--- src/rtl/flash_port_pkg.sv ---
package flash_port_pkg;
	localparam int INSTR_BITS = 20;
	localparam int PTR_W = 22;
	localparam int LATCH_W = 8;
	localparam int ROW_BITS = 6;
	localparam logic [3:0] CMD_CORE = 4'h0;
	localparam logic [3:0] CMD_SHIFT_LATCH = 4'h2;
	localparam logic [3:0] CMD_RD = 4'h8;
	localparam logic [3:0] CMD_RD_INC = 4'h9;
	localparam logic [3:0] CMD_RD_DEC = 4'hA;
	localparam logic [3:0] CMD_RD_PRE = 4'hB;
	localparam logic [3:0] CMD_WR = 4'hC;
	localparam logic [3:0] CMD_WR_INC = 4'hD;
	localparam logic [3:0] CMD_WR_PROG_INC = 4'hE;
	localparam logic [3:0] CMD_WR_PROG = 4'hF;
	localparam logic [4:0] CNT_CMD_LAST = 5'h03;
	localparam logic [4:0] CNT_OUT_FIRST = 5'h0C;
	localparam logic [4:0] CNT_LAST = 5'h13;
	localparam logic [21:0] PTR_STEP1 = 22'h000001;
	localparam logic [21:0] PTR_STEP2 = 22'h000002;
	localparam logic [21:0] KEY1_ADDR = 22'h3C0005;
	localparam logic [15:0] KEY1_DATA = 16'h3F3F;
	localparam logic [21:0] KEY2_ADDR = 22'h3C0004;
	localparam logic [15:0] KEY2_DATA = 16'h8F8F;
	localparam logic [7:0] OFS_PTR = 8'h00;
	localparam logic [7:0] OFS_LATCH = 8'h04;
	localparam logic [7:0] OFS_CTRL = 8'h08;
	localparam logic [7:0] OFS_STATUS = 8'h0C;
	localparam logic [7:0] OFS_CORE = 8'h10;
	localparam int CTRL_WS_BIT = 0;
	localparam int CTRL_WE_BIT = 1;
	localparam int CTRL_FREE_BIT = 2;
	localparam int CTRL_PROT_BIT = 3;
	localparam int STAT_ERR_BIT = 12;
	localparam int CORE_NEW_BIT = 16;
	localparam logic [21:0] PTR_RST = 22'h000000;
	localparam logic [7:0] LATCH_RST = 8'h00;
	typedef enum logic [2:0] {
		ST_SHIFT = 3'b001,
		ST_FETCH = 3'b010,
		ST_HOLD = 3'b100
	} ctl_state_e;
	typedef struct packed {
		logic [21:0] addr;
		logic [15:0] data;
	} mem_wr_s;
	typedef struct packed {
		logic active;
		logic erase;
		logic [21:0] addr;
	} prog_s;
endpackage : flash_port_pkg

--- src/rtl/pin_sync.sv ---
`timescale 1ns/100ps
module pin_sync #(
	parameter int W = 2
) (
	input wire logic sys_clk,
	input wire logic sys_rst,
	input wire logic [W-1:0] d_in,
	output logic [W-1:0] lvl,
	output logic [W-1:0] rise,
	output logic [W-1:0] fall
);
	typedef struct packed {
		logic [W-1:0] s1;
		logic [W-1:0] s2;
		logic [W-1:0] s3;
	} sync_s;
	sync_s q;
	sync_s n;
	always_comb begin
		n = q;
		n.s1 = d_in;
		n.s2 = q.s1;
		n.s3 = q.s2;
	end
	always_ff @(posedge sys_clk or posedge sys_rst) begin
		if (sys_rst) begin
			q <= '0;
		end else begin
			q <= n;
		end
	end
	// edges only from the second and third stages
	assign lvl = q.s2;
	assign rise = q.s2 & ~q.s3;
	assign fall = ~q.s2 & q.s3;
endmodule : pin_sync

--- src/rtl/serial_flash_program_port.sv ---
// Implementation choices: register access over APB and the placing of the registers.
`timescale 1ns/100ps
module serial_flash_program_port
	import flash_port_pkg::*;
(
	input wire logic sys_clk,
	input wire logic sys_rst,
	input wire logic prog_clock_pin,
	input wire logic prog_data_pin_in,
	output logic prog_data_pin_out,
	output logic prog_data_pin_oe,
	input wire logic [7:0] paddr,
	input wire logic psel,
	input wire logic penable,
	input wire logic pwrite,
	input wire logic [31:0] pwdata,
	output logic [31:0] prdata,
	output logic pready,
	output logic pslverr,
	output logic [15:0] core_instr,
	output logic core_instr_valid,
	output logic mem_rd_req,
	output logic [21:0] mem_rd_addr,
	input wire logic [7:0] mem_rd_data,
	output mem_wr_s wbuf_wr,
	output logic wbuf_wr_valid,
	output prog_s prog,
	output logic bulk_erase_busy,
	input wire logic bulk_erase_done
);
	typedef struct packed {
		ctl_state_e state;
		logic [4:0] cnt;
		logic [19:0] sh;
		logic [3:0] cmd;
		logic [21:0] ptr;
		logic [7:0] latch;
		logic dout;
		logic doe;
		logic [15:0] core_instr;
		logic core_valid;
		logic core_new;
		logic wbuf_valid;
		mem_wr_s wbuf;
		logic rd_req;
		logic [21:0] rd_addr;
		logic armed;
		prog_s prog;
		logic key_stage;
		logic bulk_erase;
		logic prot_err;
		logic ctrl_ws;
		logic ctrl_we;
		logic ctrl_free;
		logic ctrl_prot;
		logic pready;
		logic pslverr;
		logic [31:0] prdata;
	} port_s;

	port_s q;
	port_s n;
	logic [1:0] pin_lvl;
	logic [1:0] pin_rise;
	logic [1:0] pin_fall;
	logic pgc_lvl;
	logic pgc_rise;
	logic pgc_fall;
	logic pgd_lvl;
	logic [19:0] word;
	logic [4:0] oidx;
	logic apb_done;
	logic start_ok;
	logic use_ctrl;

	function automatic logic rd_class(input logic [3:0] c);
		rd_class = (c == CMD_SHIFT_LATCH) || (c[3:2] == 2'b10);
	endfunction : rd_class

	function automatic logic reg_hit(input logic [7:0] a);
		reg_hit = (a == OFS_PTR) || (a == OFS_LATCH) || (a == OFS_CTRL) || (a == OFS_STATUS) || (a == OFS_CORE);
	endfunction : reg_hit

	// both pins cross from the programmer's timing into sys_clk
	pin_sync #(
		.W(2)
	) u_sync (
		.sys_clk(sys_clk),
		.sys_rst(sys_rst),
		.d_in({prog_data_pin_in, prog_clock_pin}),
		.lvl(pin_lvl),
		.rise(pin_rise),
		.fall(pin_fall)
	);

	assign pgc_lvl = pin_lvl[0];
	assign pgc_rise = pin_rise[0];
	assign pgc_fall = pin_fall[0];
	assign pgd_lvl = pin_lvl[1];
	assign word = {pgd_lvl, q.sh[19:1]};
	assign oidx = q.cnt - CNT_OUT_FIRST;
	assign apb_done = psel && penable && q.pready;
	assign use_ctrl = !q.armed && q.ctrl_ws && q.ctrl_we;
	assign start_ok = !(use_ctrl && q.ctrl_free && q.ctrl_prot);

	always_comb begin
		n = q;
		n.core_valid = 1'b0;
		n.wbuf_valid = 1'b0;
		n.rd_req = 1'b0;
		n.pready = 1'b0;
		// one wait state so read data can come from a flop
		if (psel && penable && !q.pready) begin
			n.pready = 1'b1;
			n.pslverr = !reg_hit(paddr);
			n.prdata = 32'h00000000;
			case (paddr)
				OFS_PTR: n.prdata = {10'h000, q.ptr};
				OFS_LATCH: n.prdata = {24'h000000, q.latch};
				OFS_CTRL: n.prdata = {28'h0000000, q.ctrl_prot, q.ctrl_free, q.ctrl_we, q.ctrl_ws};
				OFS_STATUS: n.prdata = {19'h00000, q.prot_err, q.bulk_erase, q.key_stage, q.prog.active,
					q.armed, q.state, q.cnt};
				OFS_CORE: n.prdata = {15'h0000, q.core_new, q.core_instr};
				default: n.prdata = 32'h00000000;
			endcase
		end
		if (apb_done && pwrite) begin
			case (paddr)
				OFS_PTR: n.ptr = pwdata[21:0];
				OFS_LATCH: n.latch = pwdata[7:0];
				OFS_CTRL: begin
					n.ctrl_ws = pwdata[CTRL_WS_BIT];
					n.ctrl_we = pwdata[CTRL_WE_BIT];
					n.ctrl_free = pwdata[CTRL_FREE_BIT];
					n.ctrl_prot = pwdata[CTRL_PROT_BIT];
				end
				OFS_STATUS: begin
					if (pwdata[STAT_ERR_BIT]) begin
						n.prot_err = 1'b0;
					end
				end
				OFS_CORE: begin
					if (pwdata[CORE_NEW_BIT]) begin
						n.core_new = 1'b0;
					end
				end
				default: begin
				end
			endcase
		end
		if (bulk_erase_done) begin
			n.bulk_erase = 1'b0;
		end

		// serial engine; placed after the bus so hardware sets win
		case (q.state)
			ST_SHIFT: begin
				if (pgc_rise) begin
					if ((q.armed || use_ctrl) && q.cnt == CNT_CMD_LAST) begin
						n.state = ST_HOLD;
						n.armed = 1'b0;
						n.ctrl_ws = 1'b0;
						if (start_ok) begin
							n.prog.active = 1'b1;
							n.prog.erase = use_ctrl && q.ctrl_free;
							n.prog.addr = q.ptr;
							if (use_ctrl && q.ctrl_free) begin
								n.prog.addr = {q.ptr[21:ROW_BITS], {ROW_BITS{1'b0}}};
							end
						end else begin
							n.prot_err = 1'b1;
						end
					end else if (rd_class(q.cmd) && q.cnt >= CNT_OUT_FIRST) begin
						n.dout = q.latch[oidx[2:0]];
						n.doe = 1'b1;
					end
				end
			end
			ST_FETCH: begin
				n.latch = mem_rd_data;
				n.state = ST_SHIFT;
				case (q.cmd)
					CMD_RD_INC: n.ptr = q.ptr + PTR_STEP1;
					CMD_RD_DEC: n.ptr = q.ptr - PTR_STEP1;
					CMD_RD_PRE: n.ptr = q.ptr + PTR_STEP1;
					default: n.ptr = q.ptr;
				endcase
			end
			ST_HOLD: begin
				// the held-high clock is the programming time
			end
			default: n.state = ST_SHIFT;
		endcase

		if (pgc_fall) begin
			n.sh = word;
			if (q.state == ST_HOLD) begin
				n.state = ST_SHIFT;
				n.prog.active = 1'b0;
			end
			if (q.cnt == CNT_LAST) begin
				n.cnt = 5'h00;
				n.doe = 1'b0;
				case (q.cmd)
					CMD_CORE: begin
						n.core_instr = word[19:4];
						n.core_valid = 1'b1;
						n.core_new = 1'b1;
					end
					CMD_WR, CMD_WR_INC, CMD_WR_PROG_INC, CMD_WR_PROG: begin
						n.wbuf_valid = 1'b1;
						n.wbuf.addr = q.ptr;
						n.wbuf.data = word[19:4];
						if (q.cmd == CMD_WR_INC || q.cmd == CMD_WR_PROG_INC) begin
							n.ptr = q.ptr + PTR_STEP2;
						end
						if (q.cmd == CMD_WR_PROG_INC || q.cmd == CMD_WR_PROG) begin
							n.armed = 1'b1;
						end
						n.key_stage = 1'b0;
						if (q.cmd == CMD_WR && q.ptr == KEY1_ADDR && word[19:4] == KEY1_DATA) begin
							n.key_stage = 1'b1;
						end
						if (q.cmd == CMD_WR && q.key_stage && q.ptr == KEY2_ADDR && word[19:4] == KEY2_DATA) begin
							n.bulk_erase = 1'b1;
						end
					end
					default: begin
					end
				endcase
			end else begin
				n.cnt = q.cnt + 5'h01;
				if (q.cnt == CNT_CMD_LAST) begin
					n.cmd = word[19:16];
					if (word[19:18] == 2'b10) begin
						n.state = ST_FETCH;
						n.rd_req = 1'b1;
						n.rd_addr = (word[19:16] == CMD_RD_PRE) ? q.ptr + PTR_STEP1 : q.ptr;
					end
				end
			end
		end
	end

	always_ff @(posedge sys_clk or posedge sys_rst) begin
		if (sys_rst) begin
			q <= '0;
			q.state <= ST_SHIFT;
			q.ptr <= PTR_RST;
			q.latch <= LATCH_RST;
		end else begin
			q <= n;
		end
	end

	assign prog_data_pin_out = q.dout;
	assign prog_data_pin_oe = q.doe;
	assign prdata = q.prdata;
	assign pready = q.pready;
	assign pslverr = q.pslverr;
	assign core_instr = q.core_instr;
	assign core_instr_valid = q.core_valid;
	assign mem_rd_req = q.rd_req;
	assign mem_rd_addr = q.rd_addr;
	assign wbuf_wr = q.wbuf;
	assign wbuf_wr_valid = q.wbuf_valid;
	assign prog = q.prog;
	assign bulk_erase_busy = q.bulk_erase;
endmodule : serial_flash_program_port

--- config.mk ---
export PLATFORM = sky130hd
export DESIGN_NAME = serial_flash_program_port
export DESIGN_NICKNAME = d
export VERILOG_FILES = /design/src/rtl/flash_port_pkg.sv /design/src/rtl/pin_sync.sv /design/src/rtl/serial_flash_program_port.sv
export SDC_FILE = /design/constraint.sdc
export NUM_CORES = 1
export LEC_CHECK = 0
export CAP_MARGIN = 0
export CORE_UTILIZATION = 40
export CTS_CLUSTER_DIAMETER = 50
export DETAILED_ROUTE_END_ITERATION = 10
export DONT_BUFFER_PORTS = 1
export GPL_ROUTABILITY_DRIVEN = 0
export PLACE_DENSITY = 0.65
export SLEW_MARGIN = 20
export SYNTH_ARGS = -nofsm -noshare
export SYNTH_HDL_FRONTEND = slang
export SYNTH_SLANG_ARGS = --single-unit
--- constraint.sdc ---
create_clock -name sys_clk -period 5.9 [get_ports sys_clk]
set_clock_uncertainty 0.2 [all_clocks]
set_input_delay 0.295 -clock sys_clk [delete_from_list [all_inputs] [get_ports sys_clk]]
set_output_delay 0.295 -clock sys_clk [all_outputs]
set_load 0.005 [all_outputs]
==> run_results.csv <==
group,metric,value,unit
cells_and_area,layout_common_cells,"dfrtp_1, nand2_1, mux2_2",
floorplanning,rows,61,
floorplanning,ios,196,
logic_synthesis,synth-seq-area-share,44.2,%
logic_synthesis,synth_area_per_cell,9.74,um2
route,drt_wl_total,33.1,mm
placement,port_buffers,0,
clocking,ctsResizeCount,0,
clocking,cts-root-buf,"clkbuf_16",
logic_synthesis,synth_edf_count,0,
critical_path,critical_path_arrival,3800,ps
global_routing,grt_max_degree,142,
route,routedWlPerCell,23.6,um
critical_path,endpoint,"q[171]",
critical_path,start_kind,"flip-flop",
logic_synthesis,syn_area,11300,um2
logic_synthesis,ys_ff_latch,200,
route,first_iter_violations,1039,
floorplanning,die-area,29000,um2
logic_synthesis,synth_top_area_share,44.0,%
global_routing,antenna_found_initial,1,
critical_path,critPathRequiredTime,6020,ps
placement,dp_cells,1329,
floorplanning,start_util,40.8,%
route,top_layer_used,"met4",
global_routing,grt_usage,23.1,%
hold_path,hold_class,"in2reg",
logic_synthesis,async_flop_share,100,%
cells_and_area,instances_no_fill,1407,
logic_synthesis,synth_cell_types,69,
cells_and_area,nets,1079,
route,drtAntennaViolNets,0,
critical_path,path_class,"reg2reg",
global_routing,grt.overflow.total,0,
floorplanning,core_area,27800,um2
sta,relSlewSlack,31.2,%
logic_synthesis,synth_area_leaders,"dfrtp_1, mux2_2, buf_4",
clocking,htree_levels,4,
sta,grt_setup_unrepaired,"false",
placement,dp_hpwl,22.5,mm
sta,worst-slew-pin-transition,1030,ps
outcome,status,"finished clean",
sta,fmax,0.272,GHz
cells_and_area,syn_to_final_growth,3.01,%
clocking,insertion_delay,460,ps
route,wl_met1,13.4,mm
power,irDropWorstVdd,0.224,mV
critical_path,worstPathMaxFanout,16,
sta,setup_viol,0,
flow_run,maxCapViolations,0,
route,drc,0,
critical_path,cp-startpoint,"q[158]",
route,wl_met3,3.42,mm
clocking,tritoncts,"built",
cells_and_area,n_fill_cell,2708,
global_routing,grt_pass1_vias,7919,
clocking,cts_buffers,17,
sta,timing.final.crit_share,62.4,%
route,vias,8401,
floorplanning,die_w,170,um
floorplanning,die_h,170,um
route,firstDrtPassIters,5,
clocking,clockBufferDepth,2,
cells_and_area,layout-drive-gt1-share,15.9,%
route,via_per_inst,5.97,
clocking,cts_sinks,200,
critical_path,critPathCaptureType,"flip-flop",
cells_and_area,post-route-util,42.0,%
logic_synthesis,synthFlopType,"dfrtp_1",
critical_path,reg2reg_depth,7,
sta,drv_slew,0,
cells_and_area,layout_commonest_cell,"dfrtp_1",
sta,finalCriticalPeriod,3680,ps
route,routed-wl-met2,15.3,mm
sta,hold_viol_final,0,
critical_path,reg2reg_slack,2220,ps
sta,tns,0,ps
critical_path,rr_endpoint,"q[171]",
logic_synthesis,syn_inst,1162,
logic_synthesis,post-synth-top-area-cell,"dfrtp_1",
critical_path,r2r-start,"q[158]",
power,power.density,291,nW/um2
sta,hold_slack,25.6,ps
clocking,clkSlewWorstSetupHoldPaths,90,ps
global_routing,grt_pass1_wl,50.1,mm
logic_synthesis,yosys_warnings,0,
power,power_leakage,5.03,nW
## cells in the mapped netlist, drive strengths merged, types with 6 or more instances
| cell | count |
|---|---|
| dfrtp | 199 |
| buf | 147 |
| nand2 | 114 |
| mux2 | 99 |
| clkbuf | 81 |
| o21ai | 78 |
| a21oi | 43 |
| nor2 | 43 |
| nand3 | 41 |
| o22ai | 25 |
| inv | 20 |
| nor3 | 19 |
| xnor2 | 16 |
| mux2i | 15 |
| nand4 | 14 |
| nor4 | 14 |
| a22o | 12 |
| and3 | 12 |
| a31oi | 10 |
| nor2b | 9 |
| a211oi | 8 |
| ha | 8 |
| o21a | 8 |
| or3 | 7 |
| xor2 | 7 |
| and2 | 6 |
| and4 | 6 |
| mux4 | 6 |
| or4 | 6 |
## critical path, stage by stage, from the launching register on
cell and delay (ps):
dfrtp_1 840, ha_1 530, nand4_1 320, nor4_2 820, nand4_1 200, xnor2_1 190, a21oi_1 100, a2111oi_0 350
## power by group
group	total, mW	switching, mW	internal, mW
clock network	1.26	0.661	0.600
registers	1.71	0.216	1.49
logic	0.423	0.223	0.199
## repair_timing
item                      in CTS  in global routing
buffers inserted               0                  0
hold endpoints to repair     180                  0
hold buffers                  45                  0
## state kept, by name, indices dropped and copies added (netlist names)
| register | count |
|---|---|
| bulk_erase_busy | 1 |
| core_instr | 16 |
| core_instr_valid | 1 |
| mem_rd_addr | 22 |
| mem_rd_req | 1 |
| prdata | 22 |
| pready | 1 |
| prog | 24 |
| prog_data_pin_oe | 1 |
| prog_data_pin_out | 1 |
| pslverr | 1 |
| q | 65 |
| u_sync.lvl | 2 |
| u_sync.n | 2 |
| u_sync.q | 1 |
| wbuf_wr | 38 |
| wbuf_wr_valid | 1 |
## area by class of cell
cell class,instances,area (um2),share of cell area [%]
sequential,200,5010,42.9
multi-input combinational,722,4930,42.2
timing repair buffer,53,523,4.48
tap,378,473,4.05
clock buffer,17,425,3.65
clock inverter,15,225,1.93
inverter,21,82.6,0.708
antenna,1,2.50,0.0215
## stage by stage
stage	setup WS, ps	area, um2	power, mW
after floorplan	2820	11400	2.02
after global placement	2450	10600	2.11
after detailed placement	2440	10600	2.12
after CTS	2400	11700	3.40
after global routing	2050	11700	3.54
final	2220	11700	3.39
## how the worst min path moves through the flow
stage / cells past startpoint / to / from / slack, ps
floorplan: 0 / u_sync.n[2] / prog_clock_pin / 130
global placement: 0 / u_sync.n[3] / prog_data_pin_in / 130
detailed placement: 0 / u_sync.n[3] / prog_data_pin_in / 130
CTS: 3 / q[177] / pwdata[21] / 8
global route: 3 / q[177] / pwdata[21] / 40
finish: 3 / q[177] / pwdata[21] / 30
## logic make-up (layout without fill, tap and decap cells)
group	Yosys count	after routing	synth area share [%]
AND/OR/NAND/NOR	320	320	14.3
buffers and inverters	249	106	12.8
AO/OA/AOI/OAI	241	241	13.6
flip-flops	200	200	44.2
multiplexers	120	120	12.4
XOR/XNOR	23	23	1.78
adder cells (fa/ha/maj)	8	8	0.884
other	1	11	0.0331
## per-layer routing
metal | track usage (%) | up-vias
met5 | 0 | -
met4 | 9.40 | 0
met3 | 7.26 | 70
met2 | 36.0 | 453
met1 | 29.5 | 4156
li1 | - | 3722
(Power assumes the default switching activity.)
